File: src/core/cgh_pkg.sv
package cgh_pkg;
  // register byte offsets
  localparam logic [11:0] OFF_U_GAIN_LOW = 12'h034;
  localparam logic [11:0] OFF_V_GAIN_LOW = 12'h038;
  localparam logic [11:0] OFF_GAIN_MSB = 12'h03c;
  localparam logic [11:0] OFF_HORIZ_SCALE = 12'h040;
  localparam logic [11:0] OFF_HORIZ_DELAY = 12'h044;
  localparam logic [11:0] OFF_STATUS = 12'h048;
  // reset values
  localparam logic [7:0] RST_U_GAIN_LOW = 8'hfe;
  localparam logic [7:0] RST_V_GAIN_LOW = 8'hb4;
  localparam logic [15:0] RST_HORIZ_SCALE = 16'h0000;
  localparam logic [7:0] RST_HORIZ_DELAY = 8'h80;
  // msb register field positions
  localparam int MSB_U_BIT = 0;
  localparam int MSB_V_BIT = 1;
  // gain encoding: gain / 128
  localparam int GAIN_W = 9;
  localparam int GAIN_SHIFT = 7;
  localparam int CHROMA_W = 8;
  // axi responses
  localparam logic [1:0] RESP_OKAY = 2'h0;
  localparam logic [1:0] RESP_SLVERR = 2'h2;
endpackage

File: src/core/cgh_top.sv
module cgh_top #(
  parameter int CW = cgh_pkg::CHROMA_W
) (
  // clock and reset
  input wire logic aclk,
  input wire logic aresetn,
  // axi4-lite write address
  input wire logic [11:0] s_axi_awaddr,
  input wire logic s_axi_awvalid,
  output logic s_axi_awready,
  // axi4-lite write data
  input wire logic [31:0] s_axi_wdata,
  input wire logic [3:0] s_axi_wstrb,
  input wire logic s_axi_wvalid,
  output logic s_axi_wready,
  // axi4-lite write response
  output logic [1:0] s_axi_bresp,
  output logic s_axi_bvalid,
  input wire logic s_axi_bready,
  // axi4-lite read address
  input wire logic [11:0] s_axi_araddr,
  input wire logic s_axi_arvalid,
  output logic s_axi_arready,
  // axi4-lite read data
  output logic [31:0] s_axi_rdata,
  output logic [1:0] s_axi_rresp,
  output logic s_axi_rvalid,
  input wire logic s_axi_rready,
  // chroma input stream (signed u and v)
  input wire logic [CW-1:0] pix_u,
  input wire logic [CW-1:0] pix_v,
  input wire logic pix_valid,
  output logic pix_ready,
  // chroma output stream
  output logic [CW-1:0] out_u,
  output logic [CW-1:0] out_v,
  output logic out_valid,
  input wire logic out_ready,
  // scaler settings
  output logic [15:0] horizontal_scale,
  output logic [7:0] horizontal_delay
);
  localparam int GW = cgh_pkg::GAIN_W;
  localparam int PW = CW + GW + 1;

  ////////////////////////////////////////////////////////////////////////////
  // registers
  logic [7:0] chroma_u_gain_low_r, chroma_u_gain_low_nxt;
  logic [7:0] chroma_v_gain_low_r, chroma_v_gain_low_nxt;
  logic [1:0] gain_msb_r, gain_msb_nxt;
  logic [15:0] horiz_scale_r, horiz_scale_nxt;
  logic [7:0] horiz_delay_r, horiz_delay_nxt;
  logic awready_r, awready_nxt, wready_r, wready_nxt, arready_r, arready_nxt;
  logic [11:0] awaddr_r, awaddr_nxt;
  logic [31:0] wdata_r, wdata_nxt;
  logic [3:0] wstrb_r, wstrb_nxt;
  logic aw_have_r, aw_have_nxt, w_have_r, w_have_nxt;
  logic bvalid_r, bvalid_nxt;
  logic [1:0] bresp_r, bresp_nxt;
  logic rvalid_r, rvalid_nxt;
  logic [1:0] rresp_r, rresp_nxt;
  logic [31:0] rdata_r, rdata_nxt;
  logic [GW-1:0] chroma_u_gain, chroma_v_gain;
  logic do_write, wr_hit;
  logic [31:0] rd_val;
  logic rd_hit;

  // gain is msb over low byte
  assign chroma_u_gain = {gain_msb_r[cgh_pkg::MSB_U_BIT], chroma_u_gain_low_r};
  assign chroma_v_gain = {gain_msb_r[cgh_pkg::MSB_V_BIT], chroma_v_gain_low_r};

  assign do_write = aw_have_r && w_have_r && !bvalid_r;

  always_comb begin
    chroma_u_gain_low_nxt = chroma_u_gain_low_r;
    chroma_v_gain_low_nxt = chroma_v_gain_low_r;
    gain_msb_nxt = gain_msb_r;
    horiz_scale_nxt = horiz_scale_r;
    horiz_delay_nxt = horiz_delay_r;
    aw_have_nxt = aw_have_r;
    w_have_nxt = w_have_r;
    awaddr_nxt = awaddr_r;
    wdata_nxt = wdata_r;
    wstrb_nxt = wstrb_r;
    bvalid_nxt = bvalid_r;
    bresp_nxt = bresp_r;
    wr_hit = 1'b1;
    if (s_axi_awvalid && s_axi_awready) begin
      aw_have_nxt = 1'b1;
      awaddr_nxt = s_axi_awaddr;
    end
    if (s_axi_wvalid && s_axi_wready) begin
      w_have_nxt = 1'b1;
      wdata_nxt = s_axi_wdata;
      wstrb_nxt = s_axi_wstrb;
    end
    if (do_write) begin
      if (awaddr_r == cgh_pkg::OFF_U_GAIN_LOW) begin
        if (wstrb_r[0]) chroma_u_gain_low_nxt = wdata_r[7:0];
      end else if (awaddr_r == cgh_pkg::OFF_V_GAIN_LOW) begin
        if (wstrb_r[0]) chroma_v_gain_low_nxt = wdata_r[7:0];
      end else if (awaddr_r == cgh_pkg::OFF_GAIN_MSB) begin
        if (wstrb_r[0]) gain_msb_nxt = wdata_r[1:0];
      end else if (awaddr_r == cgh_pkg::OFF_HORIZ_SCALE) begin
        if (wstrb_r[0]) horiz_scale_nxt[7:0] = wdata_r[7:0];
        if (wstrb_r[1]) horiz_scale_nxt[15:8] = wdata_r[15:8];
      end else if (awaddr_r == cgh_pkg::OFF_HORIZ_DELAY) begin
        if (wstrb_r[0]) horiz_delay_nxt = wdata_r[7:0];
      end else if (awaddr_r == cgh_pkg::OFF_STATUS) begin
        wr_hit = 1'b1;
      end else begin
        wr_hit = 1'b0;
      end
      aw_have_nxt = 1'b0;
      w_have_nxt = 1'b0;
      bvalid_nxt = 1'b1;
      bresp_nxt = wr_hit ? cgh_pkg::RESP_OKAY : cgh_pkg::RESP_SLVERR;
    end else if (bvalid_r && s_axi_bready) begin
      bvalid_nxt = 1'b0;
    end
    awready_nxt = !aw_have_nxt && !bvalid_nxt;
    wready_nxt = !w_have_nxt && !bvalid_nxt;
  end

  ////////////////////////////////////////////////////////////////////////////
  // read path
  always_comb begin
    rd_val = 32'h0000_0000;
    rd_hit = 1'b1;
    if (s_axi_araddr == cgh_pkg::OFF_U_GAIN_LOW) begin
      rd_val[7:0] = chroma_u_gain_low_r;
    end else if (s_axi_araddr == cgh_pkg::OFF_V_GAIN_LOW) begin
      rd_val[7:0] = chroma_v_gain_low_r;
    end else if (s_axi_araddr == cgh_pkg::OFF_GAIN_MSB) begin
      rd_val[1:0] = gain_msb_r;
    end else if (s_axi_araddr == cgh_pkg::OFF_HORIZ_SCALE) begin
      rd_val[15:0] = horiz_scale_r;
    end else if (s_axi_araddr == cgh_pkg::OFF_HORIZ_DELAY) begin
      rd_val[7:0] = horiz_delay_r;
    end else if (s_axi_araddr == cgh_pkg::OFF_STATUS) begin
      rd_val[0] = out_valid;
      rd_val[1] = pix_ready;
    end else begin
      rd_hit = 1'b0;
    end
    rvalid_nxt = rvalid_r;
    rresp_nxt = rresp_r;
    rdata_nxt = rdata_r;
    if (s_axi_arvalid && s_axi_arready) begin
      rvalid_nxt = 1'b1;
      rdata_nxt = rd_val;
      rresp_nxt = rd_hit ? cgh_pkg::RESP_OKAY : cgh_pkg::RESP_SLVERR;
    end else if (rvalid_r && s_axi_rready) begin
      rvalid_nxt = 1'b0;
    end
    arready_nxt = !rvalid_nxt;
  end

  always_ff @(posedge aclk) begin
    if (!aresetn) begin
      chroma_u_gain_low_r <= cgh_pkg::RST_U_GAIN_LOW;
      chroma_v_gain_low_r <= cgh_pkg::RST_V_GAIN_LOW;
      gain_msb_r <= 2'h0;
      horiz_scale_r <= cgh_pkg::RST_HORIZ_SCALE;
      horiz_delay_r <= cgh_pkg::RST_HORIZ_DELAY;
      awready_r <= 1'b1;
      wready_r <= 1'b1;
      arready_r <= 1'b1;
      aw_have_r <= 1'b0;
      w_have_r <= 1'b0;
      awaddr_r <= 12'h000;
      wdata_r <= 32'h0000_0000;
      wstrb_r <= 4'h0;
      bvalid_r <= 1'b0;
      bresp_r <= 2'h0;
      rvalid_r <= 1'b0;
      rresp_r <= 2'h0;
      rdata_r <= 32'h0000_0000;
    end else begin
      chroma_u_gain_low_r <= chroma_u_gain_low_nxt;
      chroma_v_gain_low_r <= chroma_v_gain_low_nxt;
      gain_msb_r <= gain_msb_nxt;
      horiz_scale_r <= horiz_scale_nxt;
      horiz_delay_r <= horiz_delay_nxt;
      awready_r <= awready_nxt;
      wready_r <= wready_nxt;
      arready_r <= arready_nxt;
      aw_have_r <= aw_have_nxt;
      w_have_r <= w_have_nxt;
      awaddr_r <= awaddr_nxt;
      wdata_r <= wdata_nxt;
      wstrb_r <= wstrb_nxt;
      bvalid_r <= bvalid_nxt;
      bresp_r <= bresp_nxt;
      rvalid_r <= rvalid_nxt;
      rresp_r <= rresp_nxt;
      rdata_r <= rdata_nxt;
    end
  end

  assign s_axi_awready = awready_r;
  assign s_axi_wready = wready_r;
  assign s_axi_arready = arready_r;
  assign s_axi_bvalid = bvalid_r;
  assign s_axi_bresp = bresp_r;
  assign s_axi_rvalid = rvalid_r;
  assign s_axi_rresp = rresp_r;
  assign s_axi_rdata = rdata_r;
  assign horizontal_scale = horiz_scale_r;
  assign horizontal_delay = horiz_delay_r;

  ////////////////////////////////////////////////////////////////////////////
  // gain: signed chroma times gain / 128, saturated
  function automatic logic [CW-1:0] apply_gain(input logic [CW-1:0] c, input logic [GW-1:0] g);
    logic signed [PW-1:0] p;
    logic signed [PW-1:0] hi;
    logic signed [PW-1:0] lo;
    p = (PW'(signed'(c)) * signed'({1'b0, g})) >>> cgh_pkg::GAIN_SHIFT;
    hi = PW'((1 << (CW - 1)) - 1);
    lo = -PW'(1 << (CW - 1));
    if (p > hi) begin
      apply_gain = hi[CW-1:0];
    end else if (p < lo) begin
      apply_gain = lo[CW-1:0];
    end else begin
      apply_gain = p[CW-1:0];
    end
  endfunction

  logic [2*CW-1:0] gained;
  assign gained = {apply_gain(pix_u, chroma_u_gain), apply_gain(pix_v, chroma_v_gain)};

  logic [2*CW-1:0] buf_out;
  cgh_skid #(.WIDTH(2 * CW)) u_buf (
    .aclk(aclk),
    .aresetn(aresetn),
    .in_data(gained),
    .in_valid(pix_valid),
    .in_ready(pix_ready),
    .out_data(buf_out),
    .out_valid(out_valid),
    .out_ready(out_ready)
  );
  assign out_u = buf_out[2*CW-1:CW];
  assign out_v = buf_out[CW-1:0];

  ////////////////////////////////////////////////////////////////////////////
  // assertions
  AST_V_RESET: assert property (@(posedge aclk)
    !aresetn |=> chroma_v_gain_low_r == cgh_pkg::RST_V_GAIN_LOW)
    else $error("v gain reset value wrong");
  AST_U_RESET: assert property (@(posedge aclk)
    !aresetn |=> chroma_u_gain_low_r == cgh_pkg::RST_U_GAIN_LOW)
    else $error("u gain reset value wrong");
  AST_V_WRITE: assert property (@(posedge aclk) disable iff (!aresetn)
    do_write && awaddr_r == cgh_pkg::OFF_V_GAIN_LOW && wstrb_r[0]
    |=> chroma_v_gain_low_r == $past(wdata_r[7:0]))
    else $error("v gain write lost");
  AST_U_WRITE: assert property (@(posedge aclk) disable iff (!aresetn)
    do_write && awaddr_r == cgh_pkg::OFF_U_GAIN_LOW && wstrb_r[0]
    |=> chroma_u_gain_low_r == $past(wdata_r[7:0]))
    else $error("u gain write lost");
  AST_V_UNITY: assert property (@(posedge aclk) disable iff (!aresetn)
    chroma_v_gain == 9'h080 |-> gained[CW-1:0] == pix_v)
    else $error("unity v gain changed data");
  AST_V_ZERO: assert property (@(posedge aclk) disable iff (!aresetn)
    chroma_v_gain == 9'h000 |-> gained[CW-1:0] == '0)
    else $error("zero v gain not zero");
  AST_U_UNITY: assert property (@(posedge aclk) disable iff (!aresetn)
    chroma_u_gain == 9'h080 |-> gained[2*CW-1:CW] == pix_u)
    else $error("unity u gain changed data");
  AST_MSB_CONCAT: assert property (@(posedge aclk) disable iff (!aresetn)
    do_write && awaddr_r == cgh_pkg::OFF_GAIN_MSB && wstrb_r[0]
    |=> {chroma_v_gain[GW-1], chroma_u_gain[GW-1]} == $past(wdata_r[1:0]))
    else $error("gain msb not concatenated");
  AST_BRESP_HOLD: assert property (@(posedge aclk) disable iff (!aresetn)
    bvalid_r && !s_axi_bready |=> bvalid_r && $stable(bresp_r))
    else $error("write response dropped");
  COV_V_WRITE: cover property (@(posedge aclk) do_write && awaddr_r == cgh_pkg::OFF_V_GAIN_LOW);
  COV_READ: cover property (@(posedge aclk) rvalid_r && s_axi_rready);
  COV_STALL: cover property (@(posedge aclk) !pix_ready && pix_valid);
endmodule

File: src/core/cgh_skid.sv
module cgh_skid #(
  parameter int WIDTH = 16
) (
  // clock and reset
  input wire logic aclk,
  input wire logic aresetn,
  // fill side
  input wire logic [WIDTH-1:0] in_data,
  input wire logic in_valid,
  output logic in_ready,
  // drain side
  output logic [WIDTH-1:0] out_data,
  output logic out_valid,
  input wire logic out_ready
);
  // two-entry buffer: entry 0 is the head
  logic [WIDTH-1:0] mem_r [2];
  logic [WIDTH-1:0] mem_nxt [2];
  logic [1:0] cnt_r;
  logic [1:0] cnt_nxt;
  logic push;
  logic pop;
  logic in_ready_r;
  logic in_ready_nxt;
  logic out_valid_r;
  logic out_valid_nxt;

  assign in_ready = in_ready_r;
  assign out_valid = out_valid_r;
  assign out_data = mem_r[0];
  assign push = in_valid && in_ready;
  assign pop = out_valid && out_ready;

  always_comb begin
    mem_nxt = mem_r;
    cnt_nxt = cnt_r;
    if (pop) begin
      mem_nxt[0] = mem_r[1];
    end
    if (push) begin
      if (cnt_r == 2'h0 || (cnt_r == 2'h1 && pop)) begin
        mem_nxt[0] = in_data;
      end else begin
        mem_nxt[1] = in_data;
      end
    end
    if (push && !pop) begin
      cnt_nxt = cnt_r + 2'h1;
    end else if (pop && !push) begin
      cnt_nxt = cnt_r - 2'h1;
    end
    in_ready_nxt = (cnt_nxt != 2'h2);
    out_valid_nxt = (cnt_nxt != 2'h0);
  end

  always_ff @(posedge aclk) begin
    if (!aresetn) begin
      cnt_r <= 2'h0;
      in_ready_r <= 1'b1;
      out_valid_r <= 1'b0;
      mem_r[0] <= '0;
      mem_r[1] <= '0;
    end else begin
      cnt_r <= cnt_nxt;
      in_ready_r <= in_ready_nxt;
      out_valid_r <= out_valid_nxt;
      mem_r <= mem_nxt;
    end
  end

  AST_SKID_NO_OVERFLOW: assert property (@(posedge aclk) disable iff (!aresetn)
    cnt_r == 2'h2 |-> !in_ready)
    else $error("buffer full but ready high");
endmodule

File: config.mk
export PLATFORM = sky130hd
export DESIGN_NAME = cgh_top
export DESIGN_NICKNAME = d
export VERILOG_FILES = /design/src/core/cgh_pkg.sv /design/src/core/cgh_top.sv /design/src/core/cgh_skid.sv
export SDC_FILE = /design/constraint.sdc
export NUM_CORES = 1
export LEC_CHECK = 0
export BUFFER_PORTS_ARGS = -buffer_cell sky130_fd_sc_hd__buf_2
export CELL_PAD_IN_SITES_DETAIL_PLACEMENT = 1
export CELL_PAD_IN_SITES_GLOBAL_PLACEMENT = 1
export CORE_ASPECT_RATIO = 1.2
export CORE_MARGIN = 8
export CORE_UTILIZATION = 25
export CTS_BUF_LIST = sky130_fd_sc_hd__clkbuf_8
export DETAILED_ROUTE_END_ITERATION = 10
export GPL_ROUTABILITY_DRIVEN = 0
export GPL_TIMING_DRIVEN = 0
export HOLD_SLACK_MARGIN = 0.12
export PLACE_DENSITY = 0.53
export SETUP_SLACK_MARGIN = 0.2
export SLEW_MARGIN = 20
export SYNTH_ARGS = -nofsm -noshare
export SYNTH_HDL_FRONTEND = slang
export SYNTH_HIERARCHICAL = 1
export SYNTH_SLANG_ARGS = --single-unit
File: constraint.sdc
create_clock -name aclk -period 5.9 [get_ports aclk]
set_input_delay 0.59 -clock aclk [delete_from_list [all_inputs] [get_ports aclk]]
set_output_delay 0.59 -clock aclk [all_outputs]
set_load 0.05 [all_outputs]
## After elaboration in Yosys (flattened, before gate mapping)

Cells that the tools add are included.

- Memories: 0
- Logic and storage cells: 126
- Output and inout bits: 83
- Input port bits: 85
- Bits in latches: 0
- ROM bits: 0
- Memory bits (writable): 0
- Register bits after elaboration: 135

- Muxes and demuxes: 44
- Equal/unequal tests: 14
- Shifts and indexed selects: 0
- Div/mod/pow operators: 0
- $mul: 2
- Order comparisons: 4
- Bitwise logic cells: 5
- $add $sub $neg: 2
- Reductions and logical operators: 31

Operator list:

| kind | count |
|---|---|
| two-way mux 8 bit | 10 |
| == test 12 x 6 -> 1 bit (second input constant) | 6 |
| == test 12 x 7 -> 1 bit (second input constant) | 6 |
| two-way mux 16 bit | 3 |
| multiplier 8 x 10 -> 18 bit | 2 |
| two-way mux 32 bit | 1 |
| > comparator 11 x 8 -> 1 bit (second input constant) | 2 |
| less-than comparator 11 x 8 -> 1 bit (second input constant) | 2 |
| two-way mux 1 bit | 21 |
| logical AND 1 bit | 14 |
| two-way mux 14 bit | 1 |
| two-way mux 2 bit | 7 |
| AND reduction 6 bit | 2 |
| logical NOT 1 bit | 7 |
| AND reduction 7 bit | 1 |
| two-way mux 6 bit | 1 |
| inverter 1 bit | 5 |
| AND reduction 5 bit | 1 |
| AND reduction 4 bit | 1 |
| AND reduction 3 bit | 1 |
| adder 2 x 1 -> 2 bit (second input constant) | 1 |
| == test 2 x 1 -> 1 bit (second input constant) | 1 |
| logical NOT 2 bit | 1 |
| inequality test 2 bit (second input constant) | 1 |
| 4 further kinds | 4 |

## Depth between registers and ports, before layout

Gate-level depths: netlist of run 1.

- Depth in word-level cells: 9
- Mapped depth: 22
- Depth with buffers taken out: 19

## By module

Netlist of run 1, hierarchy kept.

Modules (own cells, without submodules):

| module | cells each | sequential area each (µm²) | area an instance (µm²) | instances |
|---|---|---|---|---|
| cgh_top | 1039 | 1941.9 | 9151.3 | 1 |
| cgh_skid | 187 | 720.7 | 1614.0 | 1 |

## Worst setup path after synthesis of run 1

No wires, ideal clock.

- Kind: input to register
- Start point: input port pix_v[7]
- End point: register u_buf.mem_r (netlist bit u_buf/out_data[2])
- Data required time: 5.767 ns
- Cell stages on the path: 20
- Buffers on the path: 2
- Setup time: 0.133 ns
- Data arrival time: 4.989 ns
- Setup slack: 0.778 ns
- Path through: clkinv_1 -> fa_1 -> fa_1 -> inv_1 -> fa_1 -> inv_1 -> fa_1 -> inv_1 -> ha_1 -> clkbuf_1 -> a211oi_1 -> o21bai_1 -> o21ba_2 -> clkbuf_2 -> o211ai_1 -> xor2_1 -> o21ai_1 -> o21ai_0 -> o21ai_0 -> a21oi_1

- Cells in the longest elaborated chain, start to end: 6
- Elaborated cells between the ends (all ways): 7
- Classes of those cells: mul: 1; order compare: 2; mux: 4

Ends and longest elaborated chain:

| item | line | RTL |
|---|---|---|
| from (decl) | cgh_top.sv:31 | `input wire logic [CW-1:0] pix_v,` |
| multiplier 8 x 10 -> 18 bit (*) | cgh_top.sv:218 | `p = (PW'(signed'(c)) * signed'({1'b0, g})) >>> cgh_pkg::GAIN_SHIFT;` |
| less-than comparator 11 x 8 -> 1 bit | cgh_top.sv:223 | `end else if (p < lo) begin` |
| two-way mux 8 bit | cgh_top.sv:223 |  |
| two-way mux 8 bit (*) | cgh_top.sv:221 | `if (p > hi) begin` |
| net gained[2] | cgh_top.sv:230 | `logic [2*CW-1:0] gained;` |
| two-way mux 16 bit (*) | cgh_skid.sv:41 | `if (cnt_r == 2'h0 \|\| (cnt_r == 2'h1 && pop)) begin` |
| two-way mux 32 bit (*) | cgh_skid.sv:40 | `if (push) begin` |
| to (signal assigned) | cgh_skid.sv:67 | `mem_r <= mem_nxt;` |
| to (decl) | cgh_skid.sv:17 | `logic [WIDTH-1:0] mem_r [2];` |

Mark *: on every way through the listed nets, which the timed path passes. The rest lies on a longest branch.
A chain may end at the register's enable or synchronous reset.

## Final worst setup path of run 1

- Start point: register chroma_u_gain_low_r[5]
- End point: register u_buf.mem_r (netlist bit u_buf/out_data[8])

- Cells in the longest elaborated chain, start to end: 6
- Elaborated cells between the ends (all ways): 7
- Classes of those cells: mul: 1; order compare: 2; mux: 4

Ends and longest elaborated chain:

| item | line | RTL |
|---|---|---|
| from (decl) | cgh_top.sv:48 | `logic [7:0] chroma_u_gain_low_r, chroma_u_gain_low_nxt;` |
| from (signal assigned) | cgh_top.sv:161 | `chroma_u_gain_low_r <= cgh_pkg::RST_U_GAIN_LOW;` |
| from (signal assigned) | cgh_top.sv:180 | `chroma_u_gain_low_r <= chroma_u_gain_low_nxt;` |
| multiplier 8 x 10 -> 18 bit (*) | cgh_top.sv:218 |  |
| less-than comparator 11 x 8 -> 1 bit | cgh_top.sv:223 |  |
| two-way mux 8 bit | cgh_top.sv:223 |  |
| two-way mux 8 bit (*) | cgh_top.sv:221 |  |
| net gained[8] | cgh_top.sv:230 |  |
| two-way mux 16 bit (*) | cgh_skid.sv:41 |  |
| two-way mux 32 bit (*) | cgh_skid.sv:40 |  |

Marked as above.

==> impl_results.md, run 1 <==
* Sw Pwr at 1.546 mW
* Worst Setup Start Kind: flip-flop
* Mean Syn Cell Area at 8.781 µm²
* Vias at 8,824
* Hold endpoint: awaddr_r[9]
* Worst VDD drop at 0.0001506 V
* Finish-stage setup viols at 0
* Setup CP Type: reg2reg
* Placed wire-length estimate at 26,900 µm
* Nets@finish at 1,649
* Final hold vios at 0
* I/O pin count at 168
* Clock transition at the registers of the reported paths at 0.09 ns
* Max Clk Rate at 187.8 MHz
* CP most frequent cell: fa_1
* Share of Yosys cell area claimed by the top area cell type at 0.2473
* Hold path startpoint: s_axi_awaddr[9]
* Initial antenna violation count at 3
* Async SR Flop Fraction at 0
* Combinational Power Share at 0.480
* EDFF count, synth at 0
* Die Area at 49,980 µm²
* Slowest cell on the critical path: fa_1
* RSZ-0062 raised after global routing: false
* Final Skew at 0.01512 ns
* All-Layer GR Usage at 0.1339
* Critical R2R Launch: chroma_u_gain_low_r[5]
* Critical path, cell by cell: clkbuf_2 -> nand2_1 -> fa_1 -> fa_1 -> inv_1 -> fa_1 -> inv_1 -> fa_1 -> inv_1 -> ha_1 -> nand4b_1 -> o211ai_1 -> nand2_2 -> a2111o_1 -> o311ai_2 -> a31oi_2 -> o31ai_2 -> o21ai_0 -> a21oi_1
* CTS H-tree lvls at 4
* CTS tree: done
* Hold WC Path Type: in2reg
* Commonest non-fill, non-tap cells in the layout: nand2_1, buf_2, dfxtp_1, inv_1, and2_1
* Main area contributors after synthesis: dfxtp_1, fa_1, ha_1
* Synth unique cells at 70
* Crit-path max cell delay at 0.55 ns
* Post-Route WL at 32,870 µm
* Switching Share at 0.4321
* Pwr Total at 3.577 mW
* Buffers added on ports at 128
* Fill cells at 5,142
* Commonest non-fill, non-tap cell in the layout: nand2_1
* Largest net degree at the start of global routing at 17
* Seq/Total Area, Yosys at 0.2473
* Final Cell Area at 12,670 µm²
* Hold path cells at 3
* Area delta synth->final at 17.69%
* Reg-to-reg endpoint: u_buf/out_data[8]
* Setup TNS Final at 0 ns
* Predominant post-synthesis flop cell: dfxtp_1
* Effective utilization at floorplan at 0.2522
* Slew Limit Fails at 0
* Remaining Overflow, GRT at 0
* Flip-flop and latch count after synthesis at 133
* CP arrival at 5.73 ns
* R2r worst-path depth at 19
* Layout cells sized above 1 at 0.1748
* Max cap viols at 0
* Mapped cell area at 10,770 µm²
* Crit. End Element: flip-flop
* CP Max Fanout at 10
* DR vias/cell at 4.497
* Period utilization at 0.9026
* Number of DRC markers in iteration 0 at 294
* Syn Inst Count at 1,226
* Final ANT Viol Nets at 0
* Routed len/inst at 16.75 µm
* Rows at 83
* Die H at 243.3 µm
* Post-CTS Hold Fix Bufs at 0
* Clock tree sinks at 133
* Status: completed
* DRC violations left at 0
* Fin Hold WS at 0.3680 ns
* Yosys top cell by area: dfxtp_1
* First-pass GRT wire length at 53,340 µm
* CTS max path bufs at 2
* Sequential power share at 0.296
* Synthesis warning total at 6
* CTS Root Buffer Type: clkbuf_8
* Clock share of power at 0.224
* Dpl cell area at 12,160 µm²
* Pint at 2.032 mW
* Core Footprint at 42,680 µm²
* Worst rel slew slack at 0.3736
* Static leakage at 5.756 nW
* Clk Latency, worst-skew pair at 0.47 ns
* PwrDens at 282.3 nW/µm²
* CP required at 6.30 ns
* Slew @ Worst Pin at 0.9317 ns
* Total CTS buffers at 17
* Die width at 205.4 µm
* Minimum clock period at 5.325 ns
* R2r setup slk at 0.57 ns
* Number of global-route vias before repair at 9,744
* Drt first pass iters at 4
-- power by group through the flow --
stage | Sequential, mW | Clock (mW) | Combinational (mW)
2_1_floorplan | 1.09 | 0 | 1.26
3_3_place_gp | 1.08 | 0 | 1.68
3_5_place_dp | 1.08 | 0 | 1.71
4_1_cts | 1.06 | 0.841 | 1.72
5_1_grt | 1.07 | 0.873 | 1.95
6_report | 1.06 | 0.802 | 1.72
-- area by class of cell --
cell class | instances | area, µm² | share of cell area
multi-input combinational | 904 | 7307 | 0.5767
sequential | 133 | 2666 | 0.2104
tap | 552 | 690.7 | 0.05451
timing repair buffer | 132 | 670.6 | 0.05293
buffer | 94 | 516.7 | 0.04079
inverter | 112 | 424.2 | 0.03348
clock buffer | 17 | 234.0 | 0.01847
clock inverter | 15 | 152.6 | 0.01205
antenna | 3 | 7.507 | 0.0005925
-- layer usage --
layer | global-route usage | part of all wire
met5 | 0 | 0
met4 | 0.03494 | 0.013
met1 | 0.1553 | 0.44
met2 | 0.2341 | 0.49
met3 | 0.04235 | 0.064
-- timing repair --
| item | in CTS | in global routing |
|---|---|---|
| buffers inserted | 0 | 4 |
| endpoints found under the setup margin | 25 | 28 |
| gates resized for setup | 14 | 24 |
| gates cloned | 0 | 0 |
| pin swaps | 1 | 3 |
-- worst max-delay path by stage --
stage / start / to / slack, ns / cells after the start
final: chroma_u_gain_low_r[5] / u_buf/out_data[8] / 0.57 / 19
after global routing: chroma_v_gain_low_r[3] / u_buf/out_data[0] / 0.22 / 22
after CTS: chroma_u_gain_low_r[3] / u_buf/out_data[9] / 0.21 / 19
after detailed placement: pix_v[7] / u_buf/out_data[0] / -0.19 / 19
after global placement: pix_u[7] / u_buf/out_data[9] / -0.10 / 19
after floorplan: pix_v[7] / u_buf/out_data[2] / 0.78 / 20
-- stage by stage --
| stage | setup slack (ns) | cells | utilization |
|---|---|---|---|
| 5_1_grt | 0.2245 | 1961 | 0.2968 |
| 3_3_place_gp | -0.1048 | 1923 | 0.2849 |
| 4_1_cts | 0.2145 | 1955 | 0.2945 |
| 3_5_place_dp | -0.1910 | 1923 | 0.2849 |
| 6_report | 0.5747 | 1962 | 0.2968 |
| 2_1_floorplan | 0.7782 | 1243 | - |
-- logic make-up after synthesis --
group / share of synthesized area
AOI/OAI and AO/OA: 0.1287
xor gates and xnor gates: 0.01383
adders and majority gates: 0.2548
buffers and inverters: 0.08519
DFF: 0.2473
muxes: 0.06323
other: 0.0003483
and+or+nand+nor: 0.2066
-- cells in the mapped netlist (5+ instances only) --
library cell,number
xor2_1,13
a21oi_1,36
nor3_1,14
o21a_1,5
buf_4,37
clkbuf_1,49
dfxtp_1,133
a31oi_1,6
nor2b_1,47
nand2_1,141
o211a_1,7
a22oi_1,15
nand3_1,26
o21ai_0,59
and2_1,108
fa_1,82
inv_1,110
o211ai_1,14
and3_1,10
nor2_1,39
mux2i_1,68
ha_1,88
a21boi_0,31
nand2b_1,5
-- worst max-delay path, delay by kind of cell, from the launching register on --
family	cells	cell delay, ns
fa+ha+maj	5	2.35
simple gates	3	0.40
buf+inv	4	0.38
flops	1	0.32
compound gates	7	1.79
-- registers in the layout, summed over array words and instances, names as in the netlist, 12 cells and up --
name,flops
awaddr_r,12
s_axi_rdata,16
u_buf/out_data,16
u_buf/mem_r,16
horizontal_scale,16
wdata_r,16
Note: power is estimated with default switching activity, not from simulation.
==> run 2, diff against run 1 <==
BUFFER_PORTS_ARGS = -buffer_cell sky130_fd_sc_hd__clkbuf_2   (was -buffer_cell sky130_fd_sc_hd__buf_2)
==> run 2 against run 1 <==
  * First-iteration DRC count down 34%
  * Register-to-register slack hardly changed
  * Wire length up 0.27%
  * Count of clock-buffer cells in the layout up 3
  * Fmax about the same
  * Die area unchanged
  * Core utilization up 0.085 points
  * Clock skew increased by 0.0015 ns
  * Critical path depth is 2 higher
  * Non-clock buffer count is the same
  * Hold slack worse by 0.013 ns
  * Total power rose by 2.2%
  * Critical path type unchanged
  * Largest cell class unchanged
==> impl_results.md, run 2 (synthesized netlist as in run 1, its figures left out) <==
* Max cap viols at 0
* Clk Latency, worst-skew pair at 0.47 ns
* CP required at 6.30 ns
* Effective utilization at floorplan at 0.2522
* Setup CP Type: reg2reg
* Layout cells sized above 1 at 0.1728
* Buffers added on ports at 128
* Cells after DPL at 1,923
* Total CTS buffers at 17
* PwrDens at 287.7 nW/µm²
* DR vias/cell at 4.509
* Post-Route WL at 32,960 µm
* Number of global-route vias before repair at 9,733
* Setup slack at placement at -0.1911 ns
* Remaining Overflow, GRT at 0
* Crit path max-delay family: adder cells
* Clock tree sinks at 133
* Nets@finish at 1,649
* CP most frequent cell: fa_1
* Slew Limit Fails at 0
* Die width at 205.4 µm
* I/O pin count at 168
* Crit path buf inv count at 6
* Slowest cell on the critical path: fa_1
* CTS tree: done
* Minimum clock period at 5.325 ns
* Commonest non-fill, non-tap cells in the layout: clkbuf_2, nand2_1, dfxtp_1, inv_1, and2_1
* Slew @ Worst Pin at 1.007 ns
* Worst rel slew slack at 0.3231
* Diodes inserted at 0
* Largest net degree at the start of global routing at 17
* CP arrival at 5.72 ns
* DRC violations left at 0
* Crit-path max cell delay at 0.53 ns
* Static leakage at 5.739 nW
* Status: completed
* Post-CTS Hold Fix Bufs at 0
* Final hold vios at 0
* Number of DRC markers in iteration 0 at 193
* First-pass GRT wire length at 53,490 µm
* Critical path, cell by cell: clkbuf_2 -> nand2_1 -> fa_1 -> fa_1 -> inv_1 -> fa_1 -> inv_1 -> fa_1 -> inv_1 -> ha_1 -> clkbuf_1 -> a211oi_2 -> o21bai_1 -> o21ba_2 -> clkbuf_2 -> o211ai_1 -> xor2_1 -> a21oi_2 -> o21ai_1 -> o21ai_0 -> a21oi_1
* Drt first pass iters at 4
* Final Skew at 0.01659 ns
* Setup WS post-layout at 0.5755 ns
* Routed len/inst at 16.83 µm
* Max Clk Rate at 187.8 MHz
* Finish-stage setup viols at 0
* Vias at 8,828
* CP Max Fanout at 10
* Placed wire-length estimate at 26,990 µm
* Final ANT Viol Nets at 0
* Die H at 243.3 µm
* Die Area at 49,980 µm²
* Crit. End Element: flip-flop
* Period utilization at 0.9025
* Initial antenna violation count at 1
* CTS max path bufs at 2
* Rows at 83
* All-Layer GR Usage at 0.1348
* Cell Count, Final, Fillers Out at 1,958
* CTS H-tree lvls at 4
* Worst VDD drop at 0.0001359 V
* Area delta synth->final at 18.03%
* Hold WC Path Type: in2reg
* Worst Setup Start Kind: flip-flop
* Clock transition at the registers of the reported paths at 0.08 ns
* RSZ-0062 raised after global routing: false
* CTS Root Buffer Type: clkbuf_8
* Core Footprint at 42,680 µm²
==> run 2: cell types whose count changed in the layout (fill, tap and decap cells not counted), sizes merged <==
cell | before | now
clkinv | 7 | 5
clkbuf | 66 | 198
diode | 3 | 0
bufinv | 2 | 3
buf | 177 | 48
inv | 116 | 113
==> run 2: worst paths after layout <==
check	startpoint	endpoint	slack, ns	cells after the start
setup reg to reg	chroma_v_gain_low_r[4]	u_buf/out_data[1]	0.58	21
hold / removal	s_axi_wdata[15]	wdata_r[15]	0.35	3
hold reg to reg	wdata_r[8]	wdata_r[8]	0.47	2
setup / recovery	chroma_v_gain_low_r[4]	u_buf/out_data[1]	0.58	21
==> run 2: where the power goes <==
part	switching [mW]	internal (mW)	leakage, nW
Combinational	1.07	0.664	4.44
Sequential	0.0651	0.993	1.09
Clock	0.409	0.451	0.213
Total	1.55	2.11	5.74
==> run 2: cell type report <==
cell class,count,area [µm²]
fill,5059,29980
multi-input combinational,904,7316
sequential,133,2666
tap,552,690.7
timing repair buffer,132,670.6
buffer,94,518.0
inverter,112,420.4
clock buffer,20,275.3
clock inverter,11,148.9
==> run 2: routing by layer <==
layer | part of all wire | global-route usage | vias to the layer above
met1 | 0.44 | 0.1558 | 4292
met5 | 0 | 0 | -
met4 | 0.013 | 0.03599 | 0
li1 | - | - | 4364
met2 | 0.49 | 0.2358 | 152
met3 | 0.061 | 0.04249 | 20
==> run 2: through the flow <==
| stage | hold WS [ns] | TNS, ns | area, µm² | power, mW | utilization |
|---|---|---|---|---|---|
| 2_1_floorplan | 0.4428 | 0 | 10830 | 2.355 | - |
| 3_5_place_dp | 0.4604 | -1.519 | 12160 | 2.789 | 0.2849 |
| 5_1_grt | 0.3313 | 0 | 12710 | 3.967 | 0.2977 |
| 6_report | 0.3546 | 0 | 12710 | 3.656 | 0.2977 |
| 4_1_cts | 0.2950 | 0 | 12630 | 3.698 | 0.2959 |
| 3_3_place_gp | 0.4529 | -0.6184 | 12160 | 2.760 | 0.2849 |
==> run 2: tightest hold or removal path, cell delays in order <==
cell and delay, ns:
clkbuf_2 0.08, nand2_1 0.04, a21boi_0 0.06
==> run 2: what timing repair did <==
item                       4_1_cts  5_1_grt
gates resized for setup         17       23
pin swaps                        1        2
gates cloned                     0        0
setup buffers                    0        4
setup endpoints to repair       23       28
